===== src/hdl/prcg_pkg.sv =====
// Constants for the peripheral reset and clock gating block
package prcg_pkg;

  // ----------------------------------------------------------------
  // Register map
  // ----------------------------------------------------------------
  localparam int          ADDR_W          = 8;
  localparam logic [7:0]  RST_REG_OFFSET  = 8'h10;
  localparam logic [7:0]  CLK_REG_OFFSET  = 8'h14;
  localparam logic [31:0] RST_REG_RESET   = 32'h00000000;
  localparam logic [31:0] CLK_REG_RESET   = 32'h00000014;
  // Implemented bits; all others are reserved and read as reset value
  localparam logic [31:0] RST_REG_MASK    = 32'h00000A7F;
  localparam logic [31:0] CLK_REG_MASK    = 32'h00001A55;

  // ----------------------------------------------------------------
  // Reset register fields
  // ----------------------------------------------------------------
  localparam int TIMER_TWO_BIT   = 0;
  localparam int TIMER_THREE_BIT = 1;
  localparam int TIMER_FOUR_BIT  = 2;
  localparam int TIMER_FIVE_BIT  = 3;
  localparam int TIMER_SIX_BIT   = 4;
  localparam int TIMER_SEVEN_BIT = 5;
  localparam int COMPARATOR_BIT  = 6;
  localparam int TIMER_NINE_BIT  = 9;
  localparam int WINDOW_DOG_BIT  = 11;

  // ----------------------------------------------------------------
  // Clock enable register fields
  // ----------------------------------------------------------------
  localparam int TRANSFER_ENGINE_BIT = 0;
  localparam int RAM_SLEEP_BIT       = 2;
  localparam int FLASH_IFACE_BIT     = 4;
  localparam int CHECKSUM_BIT        = 6;
  localparam int RANDOM_GEN_BIT      = 9;
  localparam int AUDIO_BLOCK_BIT     = 11;
  localparam int CONVERTER_BIT       = 12;

  // Number of gated clocks
  localparam int NUM_GATES = 7;

  // ----------------------------------------------------------------
  // Bus responses
  // ----------------------------------------------------------------
  localparam logic [1:0] RESP_OKAY   = 2'h0;
  localparam logic [1:0] RESP_SLVERR = 2'h2;

endpackage


===== src/hdl/prcg_clock_gate.sv =====
// Glitch-free clock gate with enable retimed on the falling edge
`timescale 1ns/100ps
module prcg_clock_gate #(
  parameter logic RST_ON = 1'b0
) (
  input  wire logic clock,
  input  wire logic rst,
  input  wire logic ce,
  input  wire logic en,
  output wire logic gclk
);

  logic en_lo_ff;

  // Enable only changes while clock is low, so no runt pulses
  always_ff @(negedge clock or posedge rst) begin
    if (rst) begin
      en_lo_ff <= RST_ON;
    end else if (ce) begin
      en_lo_ff <= en;
    end
  end

  assign gclk = clock & en_lo_ff;

endmodule


===== src/hdl/prcg_top.sv =====
// Peripheral reset and clock gating registers with AXI4-Lite slave
// ----------------------------------------------------------------
// Behaviour
// - Software alone sets and clears reset holds
// - Timer holds at bits 0-5 and 9
// - Bit 11 holds window watchdog in reset
// - Bit 6 holds comparator in reset
// - Clock register resets to 0x14
// - Bit 12 gates converter clock
// - Bit 11 gates audio block clock
// - Bit 9 gates random generator clock
// - Bit 6 gates checksum unit clock
// - Bit 4 gates flash interface clock
// - Bit 2 keeps RAM clock during sleep
// - Bit 0 gates transfer engine clock
// - Reset register at 0x10, resets to zero
// ----------------------------------------------------------------
//
// Chosen here: register access over AXI4-Lite.
`timescale 1ns/100ps
module prcg_top (
  input  wire logic        clock,
  input  wire logic        rst,
  input  wire logic        ce,
  input  wire logic        sleep_mode,
  // AXI4-Lite slave
  input  wire logic [7:0]  s_axi_awaddr,
  input  wire logic        s_axi_awvalid,
  output wire logic        s_axi_awready,
  input  wire logic [31:0] s_axi_wdata,
  input  wire logic [3:0]  s_axi_wstrb,
  input  wire logic        s_axi_wvalid,
  output wire logic        s_axi_wready,
  output wire logic [1:0]  s_axi_bresp,
  output wire logic        s_axi_bvalid,
  input  wire logic        s_axi_bready,
  input  wire logic [7:0]  s_axi_araddr,
  input  wire logic        s_axi_arvalid,
  output wire logic        s_axi_arready,
  output wire logic [31:0] s_axi_rdata,
  output wire logic [1:0]  s_axi_rresp,
  output wire logic        s_axi_rvalid,
  input  wire logic        s_axi_rready,
  // Peripheral reset holds
  output wire logic        timer_two_hold,
  output wire logic        timer_three_hold,
  output wire logic        timer_four_hold,
  output wire logic        timer_five_hold,
  output wire logic        timer_six_hold,
  output wire logic        timer_seven_hold,
  output wire logic        timer_nine_hold,
  output wire logic        comparator_hold,
  output wire logic        window_dog_hold,
  // Gated peripheral clocks
  output wire logic        converter_clk,
  output wire logic        audio_block_clk,
  output wire logic        random_gen_clk,
  output wire logic        checksum_clk,
  output wire logic        flash_iface_clk,
  output wire logic        ram_clk,
  output wire logic        transfer_engine_clk
);

  // ----------------------------------------------------------------
  // State
  // ----------------------------------------------------------------
  logic [31:0] rst_reg_ff;
  logic [31:0] clk_reg_ff;
  logic        awready_ff;
  logic        wready_ff;
  logic        bvalid_ff;
  logic [1:0]  bresp_ff;
  logic        arready_ff;
  logic        rvalid_ff;
  logic [1:0]  rresp_ff;
  logic [31:0] rdata_ff;
  logic [7:0]  waddr_ff;
  logic [31:0] wdata_ff;
  logic [3:0]  wstrb_ff;

  // ----------------------------------------------------------------
  // Decode
  // ----------------------------------------------------------------
  wire         aw_take   = s_axi_awvalid & awready_ff;
  wire         w_take    = s_axi_wvalid & wready_ff;
  wire         b_take    = bvalid_ff & s_axi_bready;
  wire         ar_take   = s_axi_arvalid & arready_ff;
  wire         r_take    = rvalid_ff & s_axi_rready;
  // Both halves held once both readies have dropped
  wire         wr_go     = ~awready_ff & ~wready_ff & ~bvalid_ff;
  wire         wr_rst    = waddr_ff == prcg_pkg::RST_REG_OFFSET;
  wire         wr_clk    = waddr_ff == prcg_pkg::CLK_REG_OFFSET;
  wire         rd_rst    = s_axi_araddr == prcg_pkg::RST_REG_OFFSET;
  wire         rd_clk    = s_axi_araddr == prcg_pkg::CLK_REG_OFFSET;
  wire         rd_hit    = rd_rst | rd_clk;
  wire [31:0]  rd_mux    = rd_rst ? rst_reg_ff :
                           rd_clk ? clk_reg_ff : 32'h00000000;
  logic [31:0] byte_mask;

  genvar gb;
  generate
    for (gb = 0; gb < 4; gb++) begin : g_strb
      assign byte_mask[gb*8 +: 8] = {8{wstrb_ff[gb]}};
    end
  endgenerate

  // Reserved bits never take written data
  wire [31:0] rst_wmask = byte_mask & prcg_pkg::RST_REG_MASK;
  wire [31:0] clk_wmask = byte_mask & prcg_pkg::CLK_REG_MASK;
  wire [31:0] nxt_rst_reg =
    (rst_reg_ff & ~rst_wmask) | (wdata_ff & rst_wmask);
  wire [31:0] nxt_clk_reg =
    (clk_reg_ff & ~clk_wmask) | (wdata_ff & clk_wmask);

  // ----------------------------------------------------------------
  // Write channel
  // ----------------------------------------------------------------
  always_ff @(posedge clock or posedge rst) begin
    if (rst) begin
      awready_ff <= 1'b1;
      waddr_ff   <= 8'h00;
    end else if (ce) begin
      if (aw_take) begin
        awready_ff <= 1'b0;
        waddr_ff   <= s_axi_awaddr;
      end else if (b_take) begin
        awready_ff <= 1'b1;
      end
    end
  end

  always_ff @(posedge clock or posedge rst) begin
    if (rst) begin
      wready_ff <= 1'b1;
      wdata_ff  <= 32'h00000000;
      wstrb_ff  <= 4'h0;
    end else if (ce) begin
      if (w_take) begin
        wready_ff <= 1'b0;
        wdata_ff  <= s_axi_wdata;
        wstrb_ff  <= s_axi_wstrb;
      end else if (b_take) begin
        wready_ff <= 1'b1;
      end
    end
  end

  always_ff @(posedge clock or posedge rst) begin
    if (rst) begin
      bvalid_ff <= 1'b0;
      bresp_ff  <= prcg_pkg::RESP_OKAY;
    end else if (ce) begin
      if (wr_go) begin
        bvalid_ff <= 1'b1;
        bresp_ff  <= (wr_rst | wr_clk) ? prcg_pkg::RESP_OKAY
                                       : prcg_pkg::RESP_SLVERR;
      end else if (b_take) begin
        bvalid_ff <= 1'b0;
      end
    end
  end

  // ----------------------------------------------------------------
  // Control registers
  // ----------------------------------------------------------------
  // Reset holds change only by software writes
  always_ff @(posedge clock or posedge rst) begin
    if (rst) begin
      rst_reg_ff <= prcg_pkg::RST_REG_RESET;
    end else if (ce && wr_go && wr_rst) begin
      rst_reg_ff <= nxt_rst_reg;
    end
  end

  // Flash and RAM sleep enables are on out of reset
  always_ff @(posedge clock or posedge rst) begin
    if (rst) begin
      clk_reg_ff <= prcg_pkg::CLK_REG_RESET;
    end else if (ce && wr_go && wr_clk) begin
      clk_reg_ff <= nxt_clk_reg;
    end
  end

  // ----------------------------------------------------------------
  // Read channel
  // ----------------------------------------------------------------
  always_ff @(posedge clock or posedge rst) begin
    if (rst) begin
      arready_ff <= 1'b1;
      rvalid_ff  <= 1'b0;
      rresp_ff   <= prcg_pkg::RESP_OKAY;
      rdata_ff   <= 32'h00000000;
    end else if (ce) begin
      if (ar_take) begin
        arready_ff <= 1'b0;
        rvalid_ff  <= 1'b1;
        rdata_ff   <= rd_mux;
        rresp_ff   <= rd_hit ? prcg_pkg::RESP_OKAY
                             : prcg_pkg::RESP_SLVERR;
      end else if (r_take) begin
        arready_ff <= 1'b1;
        rvalid_ff  <= 1'b0;
      end
    end
  end

  assign s_axi_awready = awready_ff;
  assign s_axi_wready  = wready_ff;
  assign s_axi_bvalid  = bvalid_ff;
  assign s_axi_bresp   = bresp_ff;
  assign s_axi_arready = arready_ff;
  assign s_axi_rvalid  = rvalid_ff;
  assign s_axi_rresp   = rresp_ff;
  assign s_axi_rdata   = rdata_ff;

  // ----------------------------------------------------------------
  // Reset holds
  // ----------------------------------------------------------------
  // Timer holds
  assign timer_two_hold   = rst_reg_ff[prcg_pkg::TIMER_TWO_BIT];
  assign timer_three_hold = rst_reg_ff[prcg_pkg::TIMER_THREE_BIT];
  assign timer_four_hold  = rst_reg_ff[prcg_pkg::TIMER_FOUR_BIT];
  assign timer_five_hold  = rst_reg_ff[prcg_pkg::TIMER_FIVE_BIT];
  assign timer_six_hold   = rst_reg_ff[prcg_pkg::TIMER_SIX_BIT];
  assign timer_seven_hold = rst_reg_ff[prcg_pkg::TIMER_SEVEN_BIT];
  assign timer_nine_hold  = rst_reg_ff[prcg_pkg::TIMER_NINE_BIT];
  // Comparator interface hold
  assign comparator_hold  = rst_reg_ff[prcg_pkg::COMPARATOR_BIT];
  // Window watchdog hold
  assign window_dog_hold  = rst_reg_ff[prcg_pkg::WINDOW_DOG_BIT];

  // ----------------------------------------------------------------
  // Clock gates
  // ----------------------------------------------------------------
  logic [prcg_pkg::NUM_GATES-1:0] gate_en;
  logic [prcg_pkg::NUM_GATES-1:0] gate_clk;

  // Gate positions within the gate vector
  localparam int G_CONVERTER       = 6;
  localparam int G_AUDIO_BLOCK     = 5;
  localparam int G_RANDOM_GEN      = 4;
  localparam int G_CHECKSUM        = 3;
  localparam int G_FLASH_IFACE     = 2;
  localparam int G_RAM             = 1;
  localparam int G_TRANSFER_ENGINE = 0;

  // RAM clock runs outside sleep; in sleep only when enabled
  wire ram_run = ~sleep_mode | clk_reg_ff[prcg_pkg::RAM_SLEEP_BIT];

  assign gate_en = {
    clk_reg_ff[prcg_pkg::CONVERTER_BIT],
    clk_reg_ff[prcg_pkg::AUDIO_BLOCK_BIT],
    clk_reg_ff[prcg_pkg::RANDOM_GEN_BIT],
    clk_reg_ff[prcg_pkg::CHECKSUM_BIT],
    clk_reg_ff[prcg_pkg::FLASH_IFACE_BIT],
    ram_run,
    clk_reg_ff[prcg_pkg::TRANSFER_ENGINE_BIT]
  };

  // Gate flops start from the register's reset value; the RAM gate
  // starts on since the system is awake out of reset
  localparam logic [prcg_pkg::NUM_GATES-1:0] GATE_RST = {
    prcg_pkg::CLK_REG_RESET[prcg_pkg::CONVERTER_BIT],
    prcg_pkg::CLK_REG_RESET[prcg_pkg::AUDIO_BLOCK_BIT],
    prcg_pkg::CLK_REG_RESET[prcg_pkg::RANDOM_GEN_BIT],
    prcg_pkg::CLK_REG_RESET[prcg_pkg::CHECKSUM_BIT],
    prcg_pkg::CLK_REG_RESET[prcg_pkg::FLASH_IFACE_BIT],
    1'b1,
    prcg_pkg::CLK_REG_RESET[prcg_pkg::TRANSFER_ENGINE_BIT]
  };

  genvar gg;
  generate
    for (gg = 0; gg < prcg_pkg::NUM_GATES; gg++) begin : g_gate
      // Glitch-free gate per peripheral
      prcg_clock_gate #(
        .RST_ON (GATE_RST[gg])
      ) u_gate (
        .clock (clock),
        .rst   (rst),
        .ce    (ce),
        .en    (gate_en[gg]),
        .gclk  (gate_clk[gg])
      );
    end
  endgenerate

  assign converter_clk       = gate_clk[G_CONVERTER];
  assign audio_block_clk     = gate_clk[G_AUDIO_BLOCK];
  assign random_gen_clk      = gate_clk[G_RANDOM_GEN];
  assign checksum_clk        = gate_clk[G_CHECKSUM];
  assign flash_iface_clk     = gate_clk[G_FLASH_IFACE];
  assign ram_clk             = gate_clk[G_RAM];
  assign transfer_engine_clk = gate_clk[G_TRANSFER_ENGINE];

endmodule


===== config.mk =====
export PLATFORM = sky130hd
export DESIGN_NAME = prcg_top
export DESIGN_NICKNAME = d
export VERILOG_FILES = /design/src/hdl/prcg_pkg.sv /design/src/hdl/prcg_clock_gate.sv /design/src/hdl/prcg_top.sv
export SDC_FILE = /design/constraint.sdc
export NUM_CORES = 1
export LEC_CHECK = 0
export BUFFER_PORTS_ARGS = -buffer_cell sky130_fd_sc_hd__buf_4
export CORE_AREA = 8 8 82 84
export DETAILED_ROUTE_END_ITERATION = 7
export DIE_AREA = 0 0 90 92
export PLACE_DENSITY = 0.82
export SLEW_MARGIN = 20
export SYNTH_ARGS = -nofsm -noshare
export SYNTH_HDL_FRONTEND = slang
export SYNTH_SLANG_ARGS = --single-unit

===== constraint.sdc =====
create_clock -name clock -period 4.48 [get_ports clock]
set_clock_uncertainty 0.15 [all_clocks]
set_input_delay 0.672 -clock clock [delete_from_list [all_inputs] [get_ports clock]]
set_output_delay 0.672 -clock clock [all_outputs]
set_load 0.05 [all_outputs]

-- Yosys cells after proc, flatten, opt, wreduce, memory -nomap -nowiden
Cells that the tools add are included.
- eq/ne operators: 4
- multiplexer cells: 13
- bitwise gates (word level): 29
- reductions and logical operators: 15
- operators by type and width (cell ; count):
    AND 32 bit ; 2
    2-to-1 mux 32 bit ; 2
    bitwise OR 32 bit ; 2
    AND 32 x 12 -> 32 bit ; 1
    AND 32 x 13 -> 32 bit ; 1
    == test 8 x 5 -> 1 bit, second input constant ; 4
    NOT 12 -> 32 bit ; 1
    NOT 13 -> 32 bit ; 1
    AND reduction 2 bit ; 8
    AND 1 bit ; 14
    2-to-1 mux 1 bit ; 9
    nonzero test 2 bit ; 4
    2-to-1 mux 2 bit ; 2
    NOT 1 bit ; 4
    logical AND 1 bit ; 3
    bitwise OR 1 bit ; 3
- flip-flop bits (word level): 154
- input bits: 61
- output and inout bits: 57
- word-level logic and storage cells: 81

-- Longest topological paths before layout
Gate-level depths: netlist of the first run.
- depth in word-level cells: 5
- mapped depth: 5
- depth with buffers taken out: 3

-- By module
Synthesis of the first run repeated with hierarchy kept, for this count alone.
- cells, all modules: 220
- area total of the unflattened synthesis: 2777.7 um^2
- modules (own cells, without submodules) (module ; instances ; cells an instance ; area an instance (um^2) ; seq. area each (um^2)):
    prcg_top ; 1 ; 190 ; 2417.3 ; 1332.5
    prcg_clock_gate (g_gate[0].u_gate ...) ; 5 ; 4 ; 50.0 ; 25.0
    prcg_clock_gate (g_gate[1].u_gate ...) ; 2 ; 5 ; 55.1 ; 26.3

==> results of run 1 <==
==> through the flow <==
stage	setup slack (ns)	hold slack [ns]	area [um2]
final	0.110	0.0574	3480
after global routing	0.0332	0.0614	3480
after CTS	0.0880	0.0500	3480
after detailed placement	0.618	0.298	3180
after global placement	0.625	0.293	3180
after floorplan	0.0488	0.283	2770
==> per-layer routing <==
metal / track usage, % / up-vias / wire length (um)
li1: - / 837 / -
met1: 15.0 / 857 / 2340
met2: 23.1 / 90 / 2850
met3: 9.78 / 12 / 632
met4: 10.7 / 0 / 86
met5: 0 / - / 0
==> cell families (layout without fill, tap and decap cells) <==
kind of cell / after synthesis / after routing / synth area share, %
other cells: 1 / 24 / 0.140
buf+inv: 37 / 97 / 8.80
mux: 49 / 49 / 20.3
compound gates: 15 / 15 / 3.91
flops: 60 / 60 / 56.2
simple gates: 50 / 50 / 10.7
==> cells in the mapped netlist, types with 4 or more instances <==
master     n
nand2_1   23
dfrtn_1    5
dfstp_2    7
buf_4     26
mux2i_1    6
mux2_2    43
clkbuf_1   7
and2_1     7
dfrtp_1   48
o31ai_1    9
nand3_1    4
==> layout make-up <==
type                    instances  area, um2
well taps                      72       90.1
repair buffers                 65        488
clock inverters                 6       51.3
flip-flops and latches         60       1510
clock buffers                  24        310
fillers                       450       1920
multi-input cells             138       1030
inverters                       2       7.51
==> path summary, 6_finish.rpt <==
| check | startpoint | endpoint | cells past startpoint |
|---|---|---|---|
| worst min-delay path | rst | wdata_ff[4] | 2 |
| worst max register to register | flop | g_gate[0].u_gate.en_lo_ff | 1 |
| worst max-delay path | g_gate[1].u_gate.en_lo_ff | ram_clk | 2 |
| max in group asynchronous | rst | g_gate[1].u_gate.en_lo_ff | 2 |
| min in group clock | g_gate[6].u_gate.en_lo_ff | g_gate[6].u_gate.en_lo_ff | 1 |
| worst min register to register | g_gate[6].u_gate.en_lo_ff | g_gate[6].u_gate.en_lo_ff | 1 |
==> cell usage in the layout, fill, tap and decap left out <==
cell / n
clkbuf_16: 3
nor4_1: 1
inv_1: 3
nor4_2: 1
or4b_1: 1
a31oi_1: 2
dfstp_2: 7
buf_4: 72
and3_1: 2
o21a_1: 2
bufinv_16: 1
or4_1: 1
inv_2: 1
clkbuf_1: 1
nor4_4: 2
clkbuf_8: 13
mux2_2: 43
nor2_1: 3
or3b_2: 1
conb_1: 24
nor4b_1: 1
clkinv_1: 1
and2_1: 7
clkinvlp_2: 2
nand2b_1: 2
o21ai_0: 2
nand3_1: 4
dfrtp_1: 48
nor3_1: 1
o31ai_1: 9
mux2i_1: 6
nand2_1: 23
dfrtn_1: 5
==> critical path: stages, from the launching register on <==
cell and delay (ns):
dfstp_2 0.52, and2_1 0.11, buf_4 0.19
==> where the power goes <==
group | total (W) | internal, W | switching, W
Clock | 0.000732 | 0.000451 | 0.000281
Sequential | 0.000757 | 0.000676 | 0.0000802
Combinational | 0.000414 | 0.000169 | 0.000245
Total | 0.00190 | 0.00130 | 0.000606
==> out/qor.txt, run 1 <==
outcome = completed
Avg Cell Area, Syn = 12.7 um2
top cells by area, synth = dfrtp_1, mux2_2, buf_4
setup tns final = 0 ns
fraction of layout instances using a drive strength above 1 = 49.5%
initial antenna violation count = 0
Max Slew Vio Count = 0
register area share after synthesis = 56.2%
drt via density = 4.89
num ports = 118
Die W = 90 um
GRT overflow = 0
dpl cells = 345
worst setup path category = flop to output pin
Yosys Warn Count = 0
post-synth cell types = 28
core area = 5410 um2
overall routing resource usage = 15.2%
Layout Utilization = 64.5%
first-pass GRT wire length = 9.79 mm
register bit total from synthesis = 60
PwrDens = 546 nW/um2
Final Power = 0.00190 W
number of enable flip-flop cells after synthesis = 0
Hold Path Class = primary input to async pin
share of the synthesized area in the top cell type = 44.7%
hold_buf cts = 0
Worst-Margin Slew = 0.728 ns
largest net degree at the start of global routing = 19
dpl hpwl = 4.40 mm
router iterations before antenna repair = 4
antenna-violating nets left = 0
layout net count = 350
Area Overhead vs Synth = 29.7%
Post-CTS Resized = 0
CP Max Fanout = 2
number of global-route vias before repair = 2064
FF-to-FF setup slack = 1.27 ns
slew margin rel. = 51.3%
Mapped Cells = 212
most frequently used flop master after synthesis = dfrtp_1
final wirelength = 5.91 mm
IO Port Bufs = 69
Worst VDD drop = 0.330 mV
Final Hold Fails = 0
full die area = 8280 um2
Worst EP arrival = 3.55 ns
Post-CTS Setup Inserts = 0
Post-Layout Cell Count = 367
clk slew on worst S/H paths = 0.07 ns
endpoint class of the critical path = output pin
Yosys top cell by area = dfrtp_1
Async SR Flop Fraction = 100%
CTS tree = yes
Starting Density = 49.7%
Iter 0 DRT Violations = 80
gpl congestion = 0.770
worst skew pair latency = 0.44 ns
CP Launch Type = flop
Row Count = 27
Routed WL per cell = 16.1 um
number of inserted diodes = 0
unrepaired setup endpoints after global routing = false
Max-Cap Viols = 0
Mapped Area = 2690 um2
Vias = 1796
leakage = 1.74 nW
Final setup viols = 0
die height = 92 um
Post-route DRC = 0
Worst EP required = 3.66 ns
(Power assumes the default switching activity.)
==> inputs of run 2 (changes only) <==
- CORE_AREA: 8 8 82 84 -> 8 8 89 91
- DIE_AREA: 0 0 90 92 -> 0 0 97 99
- PLACE_DENSITY: 0.82 -> 0.73
- clock period: 4.48 -> 4 ns (I/O delays scaled with it)
==> run 2 against run 1 <==
The run now ends with setup timing left. Wire length is 2.6% higher. Worst setup slack lost 0.13 ns. Clock power fell by 6.0%. Power increased by 5.0%. Sequential power grew 12%. Via count is 0.39% lower. First-iteration DRC count increased by 3.8%. Final cell count up 1.6%. Critical path depth unchanged. Sequential cell count is the same. Clock-buffer cell count is 1 higher. Critical path type unchanged. Critical endpoint unchanged.
==> out/qor.txt, run 2 (synthesis results as in run 1) <==
layout net count = 349 (-0.29%)
Die W = 97 um (+7.8%)
unrepaired setup endpoints after global routing = true
Crit. path cell count = 2 (unchanged)
initial antenna violation count = 0 (unchanged)
Hold Path Class = primary input to async pin
core area = 6570 um2 (+22%)
fin area = 3440 um2 (-1.4%)
Max Slew Vio Count = 0 (unchanged)
fin worst setup slack = -0.0233 ns (-0.133 ns)
Worst EP arrival = 3.27 ns (-0.28 ns)
worst skew pair latency = 0.43 ns (about the same)
Post-CTS Resized = 6 (+6)
Row Count = 30 (+11%)
router iterations before antenna repair = 4 (unchanged)
first-pass GRT wire length = 10.2 mm (+4.5%)
crit path buf inv count = 1 (unchanged)
Worst EP required = 3.25 ns (-0.41 ns)
CP Max Fanout = 2 (unchanged)
Worst VDD drop = 0.440 mV (+33%)
CP max stage cell = dfstp_2
IO Port Bufs = 69 (unchanged)
outcome = finished with violations
Post-CTS Setup Inserts = 0 (unchanged)
Final Hold Fails = 0 (unchanged)
number of global-route vias before repair = 2100 (+1.7%)
num ports = 118 (unchanged)
worst setup path category = flop to output pin
leakage = 1.71 nW (-1.7%)
full die area = 9600 um2 (+16%)
number of inserted diodes = 0 (unchanged)
Area Overhead vs Synth = 27.9%
largest net degree at the start of global routing = 26 (+7)
crit-path leading delay family = flip-flops
Post-route DRC = 0 (unchanged)
dpl hpwl = 4.42 mm (+0.49%)
GRT overflow = 0 (unchanged)
CP Launch Type = flop
hold_buf cts = 0 (unchanged)
final wirelength = 6.06 mm (+2.6%)
Starting Density = 40.9% (-8.8 points)
CTS tree = yes
r2r worst-path depth = 1 (unchanged)
endpoint class of the critical path = output pin
Crit path largest cell delay = 0.52 ns (about the same)
clk slew on worst S/H paths = 0.06 ns (about the same)
gpl congestion = 0.681 (-12%)
Max-Cap Viols = 0 (unchanged)
commonest non-fill, non-tap cell in the layout = buf_4
fraction of layout instances using a drive strength above 1 = 49.5% (about the same)
Vias = 1789 (-0.39%)
Crit. Startpoint = g_gate[1].u_gate.en_lo_ff
Worst-Margin Slew = 0.706 ns (-0.0218 ns)
failing checks = setup timing
Layout Utilization = 52.3% (-12 points)
FF-to-FF setup slack = 1.03 ns (-0.24 ns)
PwrDens = 581 nW/um2 (+6.4%)
critical-path cell list = and2_4 > buf_8
slew margin rel. = 52.8% (+1.5 points)
crit path capture = ram_clk
die height = 99 um (+7.6%)
Final setup viols = 4 (+4)
Iter 0 DRT Violations = 83 (+3.8%)
Routed WL per cell = 16.2 um (+0.94%)
most frequent cells in the layout = buf_4, dfrtp_1, mux2_2, conb_1, nand2_1
overall routing resource usage = 13.6% (-1.6 points)
DP Area = 3190 um2 (+0.20%)
R2R Path End = g_gate[6].u_gate.en_lo_ff
antenna-violating nets left = 0 (unchanged)
drt via density = 4.80 (-2.0%)
==> run 2: cell count changes in the layout (fill, tap and decap cells not counted) <==
cell        before  now
buf_4           72   69
clkbuf_16        3    0
and2_1           7    5
and2_4           0    2
buf_8            0    2
clkbuf_1         1    3
clkbuf_8        13   15
clkinv_2         0    2
clkinvlp_2       2    0
bufinv_16        1    0
clkinv_1         1    0
clkinvlp_4       0    1
inv_2            1    0
==> run 2: worst min-delay path by stage <==
stage / from / end / slack, ns
2_1_floorplan: g_gate[0].u_gate.en_lo_ff / g_gate[0].u_gate.en_lo_ff / 0.28
3_5_place_dp: g_gate[0].u_gate.en_lo_ff / g_gate[0].u_gate.en_lo_ff / 0.30
3_3_place_gp: g_gate[3].u_gate.en_lo_ff / g_gate[3].u_gate.en_lo_ff / 0.29
6_report: rst / s_axi_rdata[6] / 0.004
4_1_cts: rst / s_axi_rdata[6] / 0.004
5_1_grt: rst / s_axi_rdata[6] / 0.02
==> run 2: cell type report <==
| type | count | area (um2) |
|---|---|---|
| flip-flops and latches | 60 | 1510 |
| well taps | 80 | 100 |
| clock buffers | 25 | 285 |
| repair buffers | 64 | 480 |
| multi-input cells | 138 | 1030 |
| clock inverters | 4 | 17.5 |
| inverters | 2 | 11.3 |
| fillers | 620 | 3130 |
==> run 2: per-stage QoR <==
step	hold slack, ns	instances	total power (W)	TNS, ns	setup slack (ns)
floorplan	0.283	235	0.00126	0	0.319
global placement	0.295	352	0.00136	0	0.456
detailed placement	0.299	352	0.00138	0	0.454
CTS	0.00409	373	0.00203	-0.0807	-0.0422
global route	0.0159	373	0.00211	-0.134	-0.0770
finish	0.00354	373	0.00200	-0.0428	-0.0233
==> run 2: where the power goes <==
group	leakage [nW]	internal, W	total [W]	switching [W]
clock network	0.196	0.000378	0.000688	0.000310
registers	0.767	0.000758	0.000849	0.0000917
logic	0.752	0.000189	0.000459	0.000271
==> run 2: routing by layer <==
layer  track usage, %  part of all wire, %  vias to the layer above
met5                0                    0                        -
met4             11.4                  2.6                        0
met3             7.49                  8.9                       15
met2             19.9                   49                       79
met1             14.0                   40                      860
li1                 -                    -                      835
